--- config.mk ---
export PLATFORM = sky130hd
export DESIGN_NAME = main_clock_gating_irq
export DESIGN_NICKNAME = d
export VERILOG_FILES = /design/src/hdl/clk_gate_pkg.sv /design/src/hdl/presc_if.sv /design/src/hdl/cpu_prescaler.sv /design/src/hdl/main_clock_gating_irq.sv
export VERILOG_INCLUDE_DIRS = /design/src /design/src/hdl
export SDC_FILE = /design/constraint.sdc
export NUM_CORES = 1
export LEC_CHECK = 0
export BUFFER_PORTS_ARGS = -buffer_cell sky130_fd_sc_hd__clkbuf_2
export CAP_MARGIN = 5
export CORE_ASPECT_RATIO = 1.2
export CORE_MARGIN = 2
export CORE_UTILIZATION = 50
export DETAILED_ROUTE_END_ITERATION = 8
export GPL_TIMING_DRIVEN = 1
export PLACE_DENSITY = 0.75
export SYNTH_ARGS = -nofsm -noshare
export SYNTH_HDL_FRONTEND = slang
export SYNTH_SLANG_ARGS = --single-unit
--- constraint.sdc ---
create_clock -name clk_i -period 3.3 [get_ports clk_i]
set_input_delay 0.66 -clock clk_i [delete_from_list [all_inputs] [get_ports clk_i]]
set_output_delay 0.66 -clock clk_i [all_outputs]
set_load 0.005 [all_outputs]
--- src/hdl/clk_gate_cfg.svh ---
// Purpose: Offsets, field positions, reset values and counts of the clock gating controller
// Assumes: Register index times four gives the Wishbone byte address
// Notes:   Definitions only
`ifndef CLK_GATE_CFG_SVH
`define CLK_GATE_CFG_SVH

// ****************************************
// Register indexes
// ****************************************
`define CG_IDX_IRQ_EN_CLR   6'h01
`define CG_IDX_IRQ_EN_SET   6'h02
`define CG_IDX_IRQ_FLAG     6'h03
`define CG_IDX_CPU_DIV      6'h04
`define CG_IDX_AHB_GATE     6'h10
`define CG_IDX_APB_A_GATE   6'h14
`define CG_IDX_APB_B_GATE   6'h18
`define CG_IDX_APB_C_GATE   6'h1C

// ****************************************
// Field positions
// ****************************************
`define CG_BIT_CLOCK_READY  0
`define CG_BIT_AHB_APB_A    0
`define CG_BIT_APB_A_SELF   2

// ****************************************
// Reset values
// ****************************************
`define CG_RST_IRQ_EN       1'h0
`define CG_RST_IRQ_FLAG     1'h1
`define CG_RST_CPU_DIV      8'h01
`define CG_RST_AHB_GATE     32'h000005FF
`define CG_RST_APB_A_GATE   32'h00000FFF
`define CG_RST_APB_B_GATE   32'h00000017
`define CG_RST_APB_C_GATE   32'h00000000

// ****************************************
// Counts
// ****************************************
`define CG_DIV_WIDTH        8
`define CG_CNT_WIDTH        7

`endif

--- src/hdl/clk_gate_pkg.sv ---
// Purpose: Types shared by the clock gating controller
// Assumes: Included configuration header
// Notes:   Legal divider check is used by the main controller only, terminal count by the prescaler
`include "clk_gate_cfg.svh"
`default_nettype none

package clk_gate_pkg;

  typedef logic [`CG_DIV_WIDTH-1:0] div_t;
  typedef logic [`CG_CNT_WIDTH-1:0] cnt_t;
  typedef logic [31:0]              gate_t;

  // One-hot divider value check
  function automatic logic is_legal_div(input div_t d);
    is_legal_div = (d != 8'h00) && ((d & (d - 8'h01)) == 8'h00);
  endfunction

  // Division factor minus one as a terminal count
  function automatic cnt_t div_limit(input div_t d);
    div_limit = cnt_t'(d - 8'h01);
  endfunction

endpackage

`default_nettype wire

--- src/hdl/presc_if.sv ---
// Purpose: Carrier between register logic and the CPU prescaler
// Assumes: One clock
// Notes:   ctrl drives the divider, presc answers with tick and ready
`default_nettype none

interface presc_if;
  clk_gate_pkg::div_t div;
  logic               load;
  logic               freeze;
  logic               tick;
  logic               ready;

  modport ctrl  (output div, output load, output freeze, input tick, input ready);
  modport presc (input div, input load, input freeze, output tick, output ready);
endinterface

`default_nettype wire

--- src/hdl/cpu_prescaler.sv ---
// Purpose: Divides the main root clock into a CPU clock enable pulse
// Assumes: Divider value already checked one-hot by the caller
// Notes:   A new factor takes effect on the next period boundary
`default_nettype none

module cpu_prescaler (
  input  wire logic clk_i,
  input  wire logic rst_i,
  presc_if.presc    pif
);

  clk_gate_pkg::cnt_t cnt_r;
  clk_gate_pkg::cnt_t lim_r;
  clk_gate_pkg::cnt_t pend_lim_r;
  logic               pend_r;
  logic               ready_r;
  logic               at_end;

  assign at_end    = (cnt_r == lim_r);
  assign pif.tick  = at_end & ~pif.freeze;
  assign pif.ready = ready_r;

  // ****************************************
  // Counter and switch-over
  // ****************************************
  always_ff @(posedge clk_i) begin
    if (rst_i) begin
      cnt_r      <= 7'h00;
      lim_r      <= 7'h00;
      pend_lim_r <= 7'h00;
      pend_r     <= 1'b0;
      ready_r    <= 1'b1;
    end else if (pif.load) begin
      pend_lim_r <= clk_gate_pkg::div_limit(pif.div);
      pend_r     <= 1'b1;
      ready_r    <= 1'b0;
    end else if (!pif.freeze) begin
      if (at_end) begin
        cnt_r <= 7'h00;
        if (pend_r) begin
          lim_r   <= pend_lim_r;
          pend_r  <= 1'b0;
          ready_r <= 1'b1;
        end
      end else begin
        cnt_r <= cnt_r + 7'h01;
      end
    end
  end

endmodule

`default_nettype wire

--- src/hdl/main_clock_gating_irq.sv ---
// Purpose: Main clock controller with peripheral clock gates and clock ready interrupt
// Assumes: Classic Wishbone slave, one word per register, single clock
// Notes:   Gated clocks leave as clock enable pulses on the CPU tick
//
// Our own choice: register access over Wishbone.
`include "clk_gate_cfg.svh"
`default_nettype none

module main_clock_gating_irq #(
  parameter logic [31:0] AHB_RESET   = `CG_RST_AHB_GATE,
  parameter logic [31:0] APB_A_RESET = `CG_RST_APB_A_GATE,
  parameter logic [31:0] APB_B_RESET = `CG_RST_APB_B_GATE,
  parameter logic [31:0] APB_C_RESET = `CG_RST_APB_C_GATE
) (
  input  wire logic        clk_i,
  input  wire logic        rst_i,
  input  wire logic        cyc_i,
  input  wire logic        stb_i,
  input  wire logic        we_i,
  input  wire logic [7:0]  adr_i,
  input  wire logic [3:0]  sel_i,
  input  wire logic [31:0] dat_i,
  output logic [31:0]      dat_o,
  output logic             ack_o,
  input  wire logic        sleep_idle_i,
  input  wire logic        sleep_standby_i,
  input  wire logic        clk_request_i,
  output logic             cpu_clk_en_o,
  output logic [31:0]      ahb_clk_en_o,
  output logic [31:0]      apb_a_clk_en_o,
  output logic [31:0]      apb_b_clk_en_o,
  output logic [31:0]      apb_c_clk_en_o,
  output logic             irq_o,
  output logic             wake_o,
  output logic             access_violation_o
);

  // ****************************************
  // Declarations
  // ****************************************
  presc_if pif ();

  logic                 ack_r;
  logic [31:0]          dat_r;
  logic                 irq_en_r;
  logic                 irq_flag_r;
  clk_gate_pkg::div_t   cpu_div_r;
  clk_gate_pkg::gate_t  ahb_gate_r;
  clk_gate_pkg::gate_t  apb_a_gate_r;
  clk_gate_pkg::gate_t  apb_b_gate_r;
  clk_gate_pkg::gate_t  apb_c_gate_r;
  logic                 ready_d_r;
  logic                 viol_r;

  logic                 req;
  logic                 wr;
  logic [5:0]           idx;
  logic                 mapped;
  logic                 wr_clr;
  logic                 wr_set;
  logic                 wr_flag;
  logic                 wr_div;
  logic                 wr_gate;
  logic                 locked;
  logic                 div_legal;
  logic                 div_load;
  logic                 ready_rise;
  logic                 frozen;
  logic [31:0]          wmask;
  logic [31:0]          rd_mux;
  logic [31:0]          tick_vec;

  // ****************************************
  // Elaboration checks
  // ****************************************
  if (!AHB_RESET[`CG_BIT_AHB_APB_A] || !APB_A_RESET[`CG_BIT_APB_A_SELF]) begin : g_reset_lock
    $error("Reset masks would lock the register bus");
  end
  if (`CG_CNT_WIDTH < `CG_DIV_WIDTH - 1) begin : g_cnt_width
    $error("Prescaler counter too narrow for the largest divider");
  end

  // ****************************************
  // Bus decode
  // ****************************************
  assign req     = cyc_i & stb_i;
  assign wr      = req & we_i & ack_r;
  assign idx     = adr_i[7:2];
  assign wmask   = {{8{sel_i[3]}}, {8{sel_i[2]}}, {8{sel_i[1]}}, {8{sel_i[0]}}};
  assign mapped  = (adr_i[1:0] == 2'h0) &&
                   ((idx == `CG_IDX_IRQ_EN_CLR) || (idx == `CG_IDX_IRQ_EN_SET) ||
                    (idx == `CG_IDX_IRQ_FLAG)   || (idx == `CG_IDX_CPU_DIV)    ||
                    (idx == `CG_IDX_AHB_GATE)   || (idx == `CG_IDX_APB_A_GATE) ||
                    (idx == `CG_IDX_APB_B_GATE) || (idx == `CG_IDX_APB_C_GATE));
  assign wr_clr  = wr & sel_i[0] & (idx == `CG_IDX_IRQ_EN_CLR) & ~locked;
  assign wr_set  = wr & sel_i[0] & (idx == `CG_IDX_IRQ_EN_SET) & ~locked;
  assign wr_flag = wr & sel_i[0] & (idx == `CG_IDX_IRQ_FLAG) & ~locked;
  assign wr_div  = wr & sel_i[0] & (idx == `CG_IDX_CPU_DIV) & ~locked;
  assign wr_gate = wr & ~locked & pif.ready;

  // Own clock or its bridge gated off: registers stay frozen until reset
  assign locked  = ~apb_a_gate_r[`CG_BIT_APB_A_SELF] | ~ahb_gate_r[`CG_BIT_AHB_APB_A];

  // ****************************************
  // Divider and clock ready
  // ****************************************
  assign div_legal  = clk_gate_pkg::is_legal_div(dat_i[7:0]);
  assign div_load   = wr_div & div_legal & pif.ready;
  assign ready_rise = pif.ready & ~ready_d_r;
  assign frozen     = sleep_standby_i & ~clk_request_i;
  assign pif.div    = dat_i[7:0];
  assign pif.load   = div_load;
  assign pif.freeze = frozen;

  cpu_prescaler u_presc (
    .clk_i (clk_i),
    .rst_i (rst_i),
    .pif   (pif)
  );

  // ****************************************
  // Clock gates
  // ****************************************
  assign tick_vec       = {32{pif.tick}};
  assign cpu_clk_en_o   = pif.tick;
  assign ahb_clk_en_o   = ahb_gate_r & tick_vec;
  assign apb_a_clk_en_o = apb_a_gate_r & tick_vec;
  assign apb_b_clk_en_o = apb_b_gate_r & tick_vec;
  assign apb_c_clk_en_o = apb_c_gate_r & tick_vec;

  // ****************************************
  // Interrupt and wake
  // ****************************************
  assign irq_o              = irq_flag_r & irq_en_r;
  assign wake_o             = irq_o & (sleep_idle_i | sleep_standby_i);
  assign access_violation_o = viol_r;

  // ****************************************
  // Read data
  // ****************************************
  assign rd_mux = (idx == `CG_IDX_IRQ_EN_CLR) ? {31'h0, irq_en_r} :
                  (idx == `CG_IDX_IRQ_EN_SET) ? {31'h0, irq_en_r} :
                  (idx == `CG_IDX_IRQ_FLAG)   ? {31'h0, irq_flag_r} :
                  (idx == `CG_IDX_CPU_DIV)    ? {24'h0, cpu_div_r} :
                  (idx == `CG_IDX_AHB_GATE)   ? ahb_gate_r :
                  (idx == `CG_IDX_APB_A_GATE) ? apb_a_gate_r :
                  (idx == `CG_IDX_APB_B_GATE) ? apb_b_gate_r :
                  (idx == `CG_IDX_APB_C_GATE) ? apb_c_gate_r : 32'h00000000;

  assign ack_o = ack_r;
  assign dat_o = dat_r;

  // ****************************************
  // Bus handshake
  // ****************************************
  always_ff @(posedge clk_i) begin
    if (rst_i) begin
      ack_r <= 1'b0;
      dat_r <= 32'h00000000;
    end else begin
      ack_r <= req & ~ack_r;
      dat_r <= (mapped && !we_i) ? rd_mux : 32'h00000000;
    end
  end

  // ****************************************
  // Interrupt state
  // ****************************************
  always_ff @(posedge clk_i) begin
    if (rst_i) begin
      irq_en_r   <= `CG_RST_IRQ_EN;
      irq_flag_r <= `CG_RST_IRQ_FLAG;
      ready_d_r  <= 1'b1;
    end else begin
      ready_d_r <= pif.ready;
      if (wr_set && dat_i[`CG_BIT_CLOCK_READY]) begin
        irq_en_r <= 1'b1;
      end else if (wr_clr && dat_i[`CG_BIT_CLOCK_READY]) begin
        irq_en_r <= 1'b0;
      end
      if (ready_rise) begin
        irq_flag_r <= 1'b1;
      end else if (div_load) begin
        irq_flag_r <= 1'b0;
      end else if (wr_flag && dat_i[`CG_BIT_CLOCK_READY]) begin
        irq_flag_r <= 1'b0;
      end
    end
  end

  // ****************************************
  // Divider register and violation
  // ****************************************
  always_ff @(posedge clk_i) begin
    if (rst_i) begin
      cpu_div_r <= `CG_RST_CPU_DIV;
      viol_r    <= 1'b0;
    end else begin
      if (div_load) begin
        cpu_div_r <= dat_i[7:0];
      end
      viol_r <= (wr_div & (~div_legal | ~pif.ready)) |
                (wr & ~locked & ~pif.ready &
                 ((idx == `CG_IDX_AHB_GATE) || (idx == `CG_IDX_APB_A_GATE) ||
                  (idx == `CG_IDX_APB_B_GATE) || (idx == `CG_IDX_APB_C_GATE)));
    end
  end

  // ****************************************
  // Mask registers
  // ****************************************
  always_ff @(posedge clk_i) begin
    if (rst_i) begin
      ahb_gate_r   <= AHB_RESET;
      apb_a_gate_r <= APB_A_RESET;
      apb_b_gate_r <= APB_B_RESET;
      apb_c_gate_r <= APB_C_RESET;
    end else if (wr_gate) begin
      if (idx == `CG_IDX_AHB_GATE) begin
        ahb_gate_r <= (ahb_gate_r & ~wmask) | (dat_i & wmask);
      end
      if (idx == `CG_IDX_APB_A_GATE) begin
        apb_a_gate_r <= (apb_a_gate_r & ~wmask) | (dat_i & wmask);
      end
      if (idx == `CG_IDX_APB_B_GATE) begin
        apb_b_gate_r <= (apb_b_gate_r & ~wmask) | (dat_i & wmask);
      end
      if (idx == `CG_IDX_APB_C_GATE) begin
        apb_c_gate_r <= (apb_c_gate_r & ~wmask) | (dat_i & wmask);
      end
    end
  end

endmodule

`default_nettype wire

-- Word level (Yosys, flattened, before mapping)
Cells that the tools add are included.
- logic and storage cells: 141
- bits of input ports: 52
- output and inout bits: 165
- flip-flop bits (word level): 196
- bitwise gates (word level): 55
- eq/ne operators: 10
- reduce and logical (&&, ||, !) cells: 36
- muxes and demuxes: 20
- $add $sub $neg: 2
- operators with widths (kind ; number):
    $and 32x32->32 ; 9
    $mux 32 ; 4
    $or 32x32->32 ; 4
    $not 32->32 ; 1
    $and 1x1->1 ; 25
    $eq 6x5->1 const B ; 4
    $mux 1 ; 14
    $eq 6x2->1 const B ; 2
    $reduce_and 2->1 ; 6
    $not 1->1 ; 11
    $logic_or 1x1->1 ; 10
    $and 8x8->8 ; 1
    $logic_not 8->1 ; 1
    $mux 8 ; 1
    $reduce_bool 2->1 ; 4
    $reduce_bool 8->1 ; 1
    $sub 8x1->8 const B ; 1
    $add 7x1->7 const B ; 1
    $eq 7x7->1 ; 1
    $mux 7 ; 1
    $eq 6x1->1 const B ; 1
    $eq 6x3->1 const B ; 1
    $logic_and 1x1->1 ; 6
    $reduce_or 6->1 ; 1
    other kinds (8) ; 12

-- Logic depth before layout (Yosys ltp)
- depth after elaboration: 12
- gate-level depth with buffers: 11
- gate-level depth less buffers: 10

-- By module
Synthesis repeated with hierarchy kept, for this count alone.
- cells, all modules: 996
- area total of the unflattened synthesis: 9057.4 um^2
- by module, submodules not included (module ; area an instance (um^2) ; times used ; cells an instance ; seq. area each (um^2)):
    main_clock_gating_irq ; 7922.6 ; 1 ; 872 ; 3463.3
    cpu_prescaler ; 1134.8 ; 1 ; 124 ; 460.4

-- Worst setup path after synthesis
No wires, ideal clock.
- path type: in2reg
- start: in dat_i[0]
- end: reg u_presc.lim_r[1]
- buffers on the path: 1
- stages: 11
- setup time: 0.132 ns
- arrival time: 2.859 ns
- required time: 3.168 ns
- setup slack: 0.309 ns
- cell sequence: inv_1 ha_1 nand3_1 or3_1 ha_1 or4b_1 nor4_2 o2111ai_1 buf_2 nand4_1 a21oi_1
- cells in the longest elaborated chain, start to end: 8
- elaborated cells on any way between the ends: 9
- classes of those cells: add/sub (1); bitwise (4); reduce/logical (4)
- ends and longest elaborated chain (item ; line ; text):
    start, declared ; main_clock_gating_irq.sv:22 ; input wire logic [31:0] dat_i,
    $sub 8x1->8 ; - ;
    $and 8x8->8 ; clk_gate_pkg.sv:15 ; is_legal_div = (d != 8'h00) && ((d & (d - 8'h01)) == 8'h00);
    $logic_not 8->1 ; clk_gate_pkg.sv:15 ;
    $logic_and 1x1->1 (*) ; clk_gate_pkg.sv:15 ;
    $and 1x1->1 (*) (2 in a row) ; main_clock_gating_irq.sv:108 ; assign div_load = wr_div & div_legal & pif.ready;
    $not 1->1 (no line) (*) ; - ;
    $reduce_and 4->1 (no line) (*) ; - ;
    end signal, assigned ; cpu_prescaler.sv:41 ; lim_r <= pend_lim_r;
    end, declared ; cpu_prescaler.sv:13 ; clk_gate_pkg::cnt_t lim_r;
Every way passes the cells marked *; elsewhere a longest branch is shown, timed or not.
A chain may end at the register's enable or synchronous reset.

-- Worst setup path after layout
- start: reg u_presc.cnt_r[0]
- end: out apb_c_clk_en_o[3]
- cells in the longest elaborated chain, start to end: 3
- ends and longest elaborated chain (item ; line ; text):
    start, declared ; cpu_prescaler.sv:12 ; clk_gate_pkg::cnt_t cnt_r;
    start signal, assigned ; cpu_prescaler.sv:46 ; cnt_r <= cnt_r + 7'h01;
    $eq 7x7->1 ; cpu_prescaler.sv:19 ; assign at_end = (cnt_r == lim_r);
    $and 1x1->1 ; cpu_prescaler.sv:20 ; assign pif.tick = at_end & ~pif.freeze;
    $and 32x32->32 ; main_clock_gating_irq.sv:129 ; assign apb_c_clk_en_o = apb_c_gate_r & tick_vec;
    end, declared ; main_clock_gating_irq.sv:32 ; output logic [31:0] apb_c_clk_en_o,
No other way between the ends.

==> impl_metrics.tcl <==
set metrics [dict create \
    skew_ps 10.08 \
    yosys.area_share.adder_pct 1.088 \
    worst_hold_path_type "register to register" \
    die_w_um 127.8 \
    cp_top_family "simple AND/OR/NAND/NOR gates" \
    p_sw_share_pct 24.81 \
    slew_viol_final 0 \
    drc_errors 0 \
    fill_cells 1626 \
    worstPathRequired_ps 2640 \
    dr_total_vias 8413 \
    crit_path_start_kind "register" \
    fmax_mhz 336.0 \
    clock_latency_ps 440 \
    wl_met2_um 13130 \
    critical_path_buf_inv_count 3 \
    fin_crit_ps 2976 \
    nNetsFinal 1312 \
    max_cap_violations 0 \
    combPwrFrac_pct 7.6 \
    critical_path.max_stage_delay_ps 440 \
    track_usage_pct 26.85 \
    grt_pass1_wl_um 42140 \
    die_y_um 152.6 \
    cts_buffer_depth 2 \
    p_leak_nw 4.910 \
    worst-setup-path-type "register to primary output" \
    wl_um 26320 \
    viasPerCell 5.650 \
    switching_power_mw 1.212 \
    status "finished clean" \
    dieArea_mm2 0.01950 \
    clock_sinks 196 \
    fin_crit_sh_pct 90.19 \
    io_pins 217 \
    regToRegStartpoint "u_presc.pif.ready" \
    synth_mux_area_share_pct 9.916 \
    post-place-ws_ps -48.01 \
    area_growth_pct 20.27 \
    wire_per_inst_um 17.67 \
    rsz0062_at_grt "false" \
    cts_inserted_buffers 17 \
    drive_above_1_share_pct 25.77 \
    yosys_warnings 0 \
    instances_no_fill 1489 \
    reg2reg_depth 3 \
    postCtsSetupRepairBufs 0 \
    power.density_mw_per_mm2 441.6 \
    ant_nets 0 \
    post_cts_resized 0 \
    synth_nets 1131 \
    start_util_pct 50.80 \
    synth.avg_cell_area_um2 8.589 \
    antenna_found_initial 0 \
    cts_max_level 4 \
    tns_ps 0 \
    placedCellCount 1457 \
    dr.pass1.iters 5 \
    cp_max_fo 73 \
    wl_met1_um 10860 \
    seqPwrFrac_pct 48.5 \
    synth_ff_type "dfxtp_1" \
    rows 54 \
    synth_most_common_cell "dfxtp_1" \
    synth_top_family_by_area "simple AND/OR/NAND/NOR gates" \
    pwr-share-clk_pct 43.9 \
    cp-startpoint "u_presc.cnt_r[0]" \
    grt_pass1_vias 8255 \
    netlist_area_mm2 0.009199 \
    ir_drop_v 0.0003607 \
    worstMarginPinSlew_ps 925.1 \
    finalSetupViolCount 0 \
    top_layer "met4" \
    grt_overflow_total 0 \
    path_cells "xnor2_1, nand4_1, or2_2, inv_2, buf_12, and2_1, clkbuf_2" \
    postSynthCellCount 1071 \
    slew_headroom_pct 38.33 \
    ys_ff_latch 196 \
    clkSlewWorstSetupHoldPaths_ps 60 \
    async_reset_ff_share_pct 0 \
    finalHoldViolations 0 \
    grt_max_degree 89 \
    synthTopCellsByArea "dfxtp_1 43%, and2_1 8.8%, mux2i_1 5.9%, nand2_1 5.5%, a21oi_1 4.9%" \
    ys_seq_area_share_pct 42.66 \
    cts_root_buf "clkbuf_16" \
    cts_hold_buf 0 \
    dp_hpwl_um 18200 \
    cp-end-kind "primary output" \
    netlist.area_leader.share_pct 42.66 \
    tritoncts "done" \
    wl_met3_um 1480 \
    portBuffers 216 \
    synthXorXnorAreaFrac_pct 0.7617 \
    worstPathArrival_ps 2320 \
    synth_cell_type_count 55 \
    cp-endpoint "apb_c_clk_en_o[3]" \
    crit_slowest_cell "or2_2" \
    setup_slack_ps 323.8 \
    r2r_setup_slack_ps 820 \
    gp_congestion 0.8479 \
    core-area_mm2 0.01811 \
    internal-power_mw 3.673 \
    synth-edff-count 0 \
    synth-simple-area-share_pct 25.84 \
    path_depth 7 \
    synth_compound_area_share_pct 14.95 \
    synth_top_area_cell "dfxtp_1" \
    antennaDiodeCount 0 \
    synth_commonest_cells "196 x dfxtp_1, 134 x nand2_1, 130 x and2_1" \
    drtIter0Drc 539 \
]
==> cell usage in the layout, fill, tap and decap left out, types with 9 or more instances in the layout <==
cell type	Yosys	routed
clkbuf_2	0	215
dfxtp_1	196	196
nand2_1	134	134
and2_1	130	130
nor2_1	112	112
a21oi_1	90	90
mux2i_1	54	54
mux2_2	31	31
a22o_1	31	31
a22oi_1	31	31
buf_4	6	31
a211o_1	20	20
clkbuf_16	0	17
inv_1	17	16
nand4_1	16	16
or3_1	11	11
o21ai_0	10	10
nand3_1	9	9
==> logic make-up (layout without fill, tap and decap cells) <==
| kind of cell | Yosys count | count (layout) |
|---|---|---|
| AOI/OAI and AO/OA | 206 | 206 |
| xor gates and xnor gates | 8 | 8 |
| DFF | 196 | 196 |
| buffers and inverters | 103 | 297 |
| muxes | 86 | 86 |
| adders and majority gates | 8 | 8 |
| and+or+nand+nor | 464 | 464 |
==> stage by stage <==
stage / utilization [%] / hold WS [ps] / power (mW) / area, µm²
finish: 61.10 / 443.8 / 4.885 / 11060
floorplan: - / 432.1 / 2.621 / 9199
global placement: 57.79 / 431.6 / 2.791 / 10460
CTS: 61.10 / 426.9 / 4.901 / 11060
global route: 61.10 / 447.8 / 5.022 / 11060
detailed placement: 57.79 / 436.1 / 2.794 / 10460
==> how the worst min path moves through the flow <==
stage	from	cells after the start	to	slack (ps)
3_3_place_gp	ack_o	1	ack_o	430
3_5_place_dp	ack_o	1	ack_o	440
4_1_cts	rst_i	2	irq_en_r	430
6_report	ack_o	1	ack_o	440
2_1_floorplan	cpu_div_r[1]	2	cpu_div_r[1]	430
5_1_grt	rst_i	2	irq_en_r	450
==> per-layer routing <==
metal,GRT usage [%],vias up
met4,11.83,0
met2,46.37,289
met3,5.864,60
li1,-,4043
met1,31.77,4021
met5,0,-
==> power by group through the flow <==
stage	combinational [mW]	clock [mW]	sequential, mW
after floorplan	0.199	0	2.42
after global placement	0.368	0	2.42
after detailed placement	0.371	0	2.42
after CTS	0.373	2.16	2.37
after global routing	0.407	2.25	2.37
final	0.374	2.14	2.37
==> worst register-to-register path, cell delays in order (launching register included) <==
cell	delay (ps)
dfxtp_1	690
and4_1	690
nand4b_2	550
a211o_1	440
==> final cells by class <==
| cell class | instances | area [µm²] | share of cell area (%) |
|---|---|---|---|
| Sequential cell | 196 | 3924 | 35.47 |
| Multi-Input combinational cell | 772 | 4847 | 43.81 |
| Inverter | 17 | 63.81 | 0.5768 |
| Tap cell | 224 | 280.3 | 2.533 |
| Timing Repair Buffer | 248 | 1349 | 12.19 |
| Clock inverter | 12 | 142.6 | 1.289 |
| Clock buffer | 20 | 456.7 | 4.128 |
(Power assumes the default switching activity.)
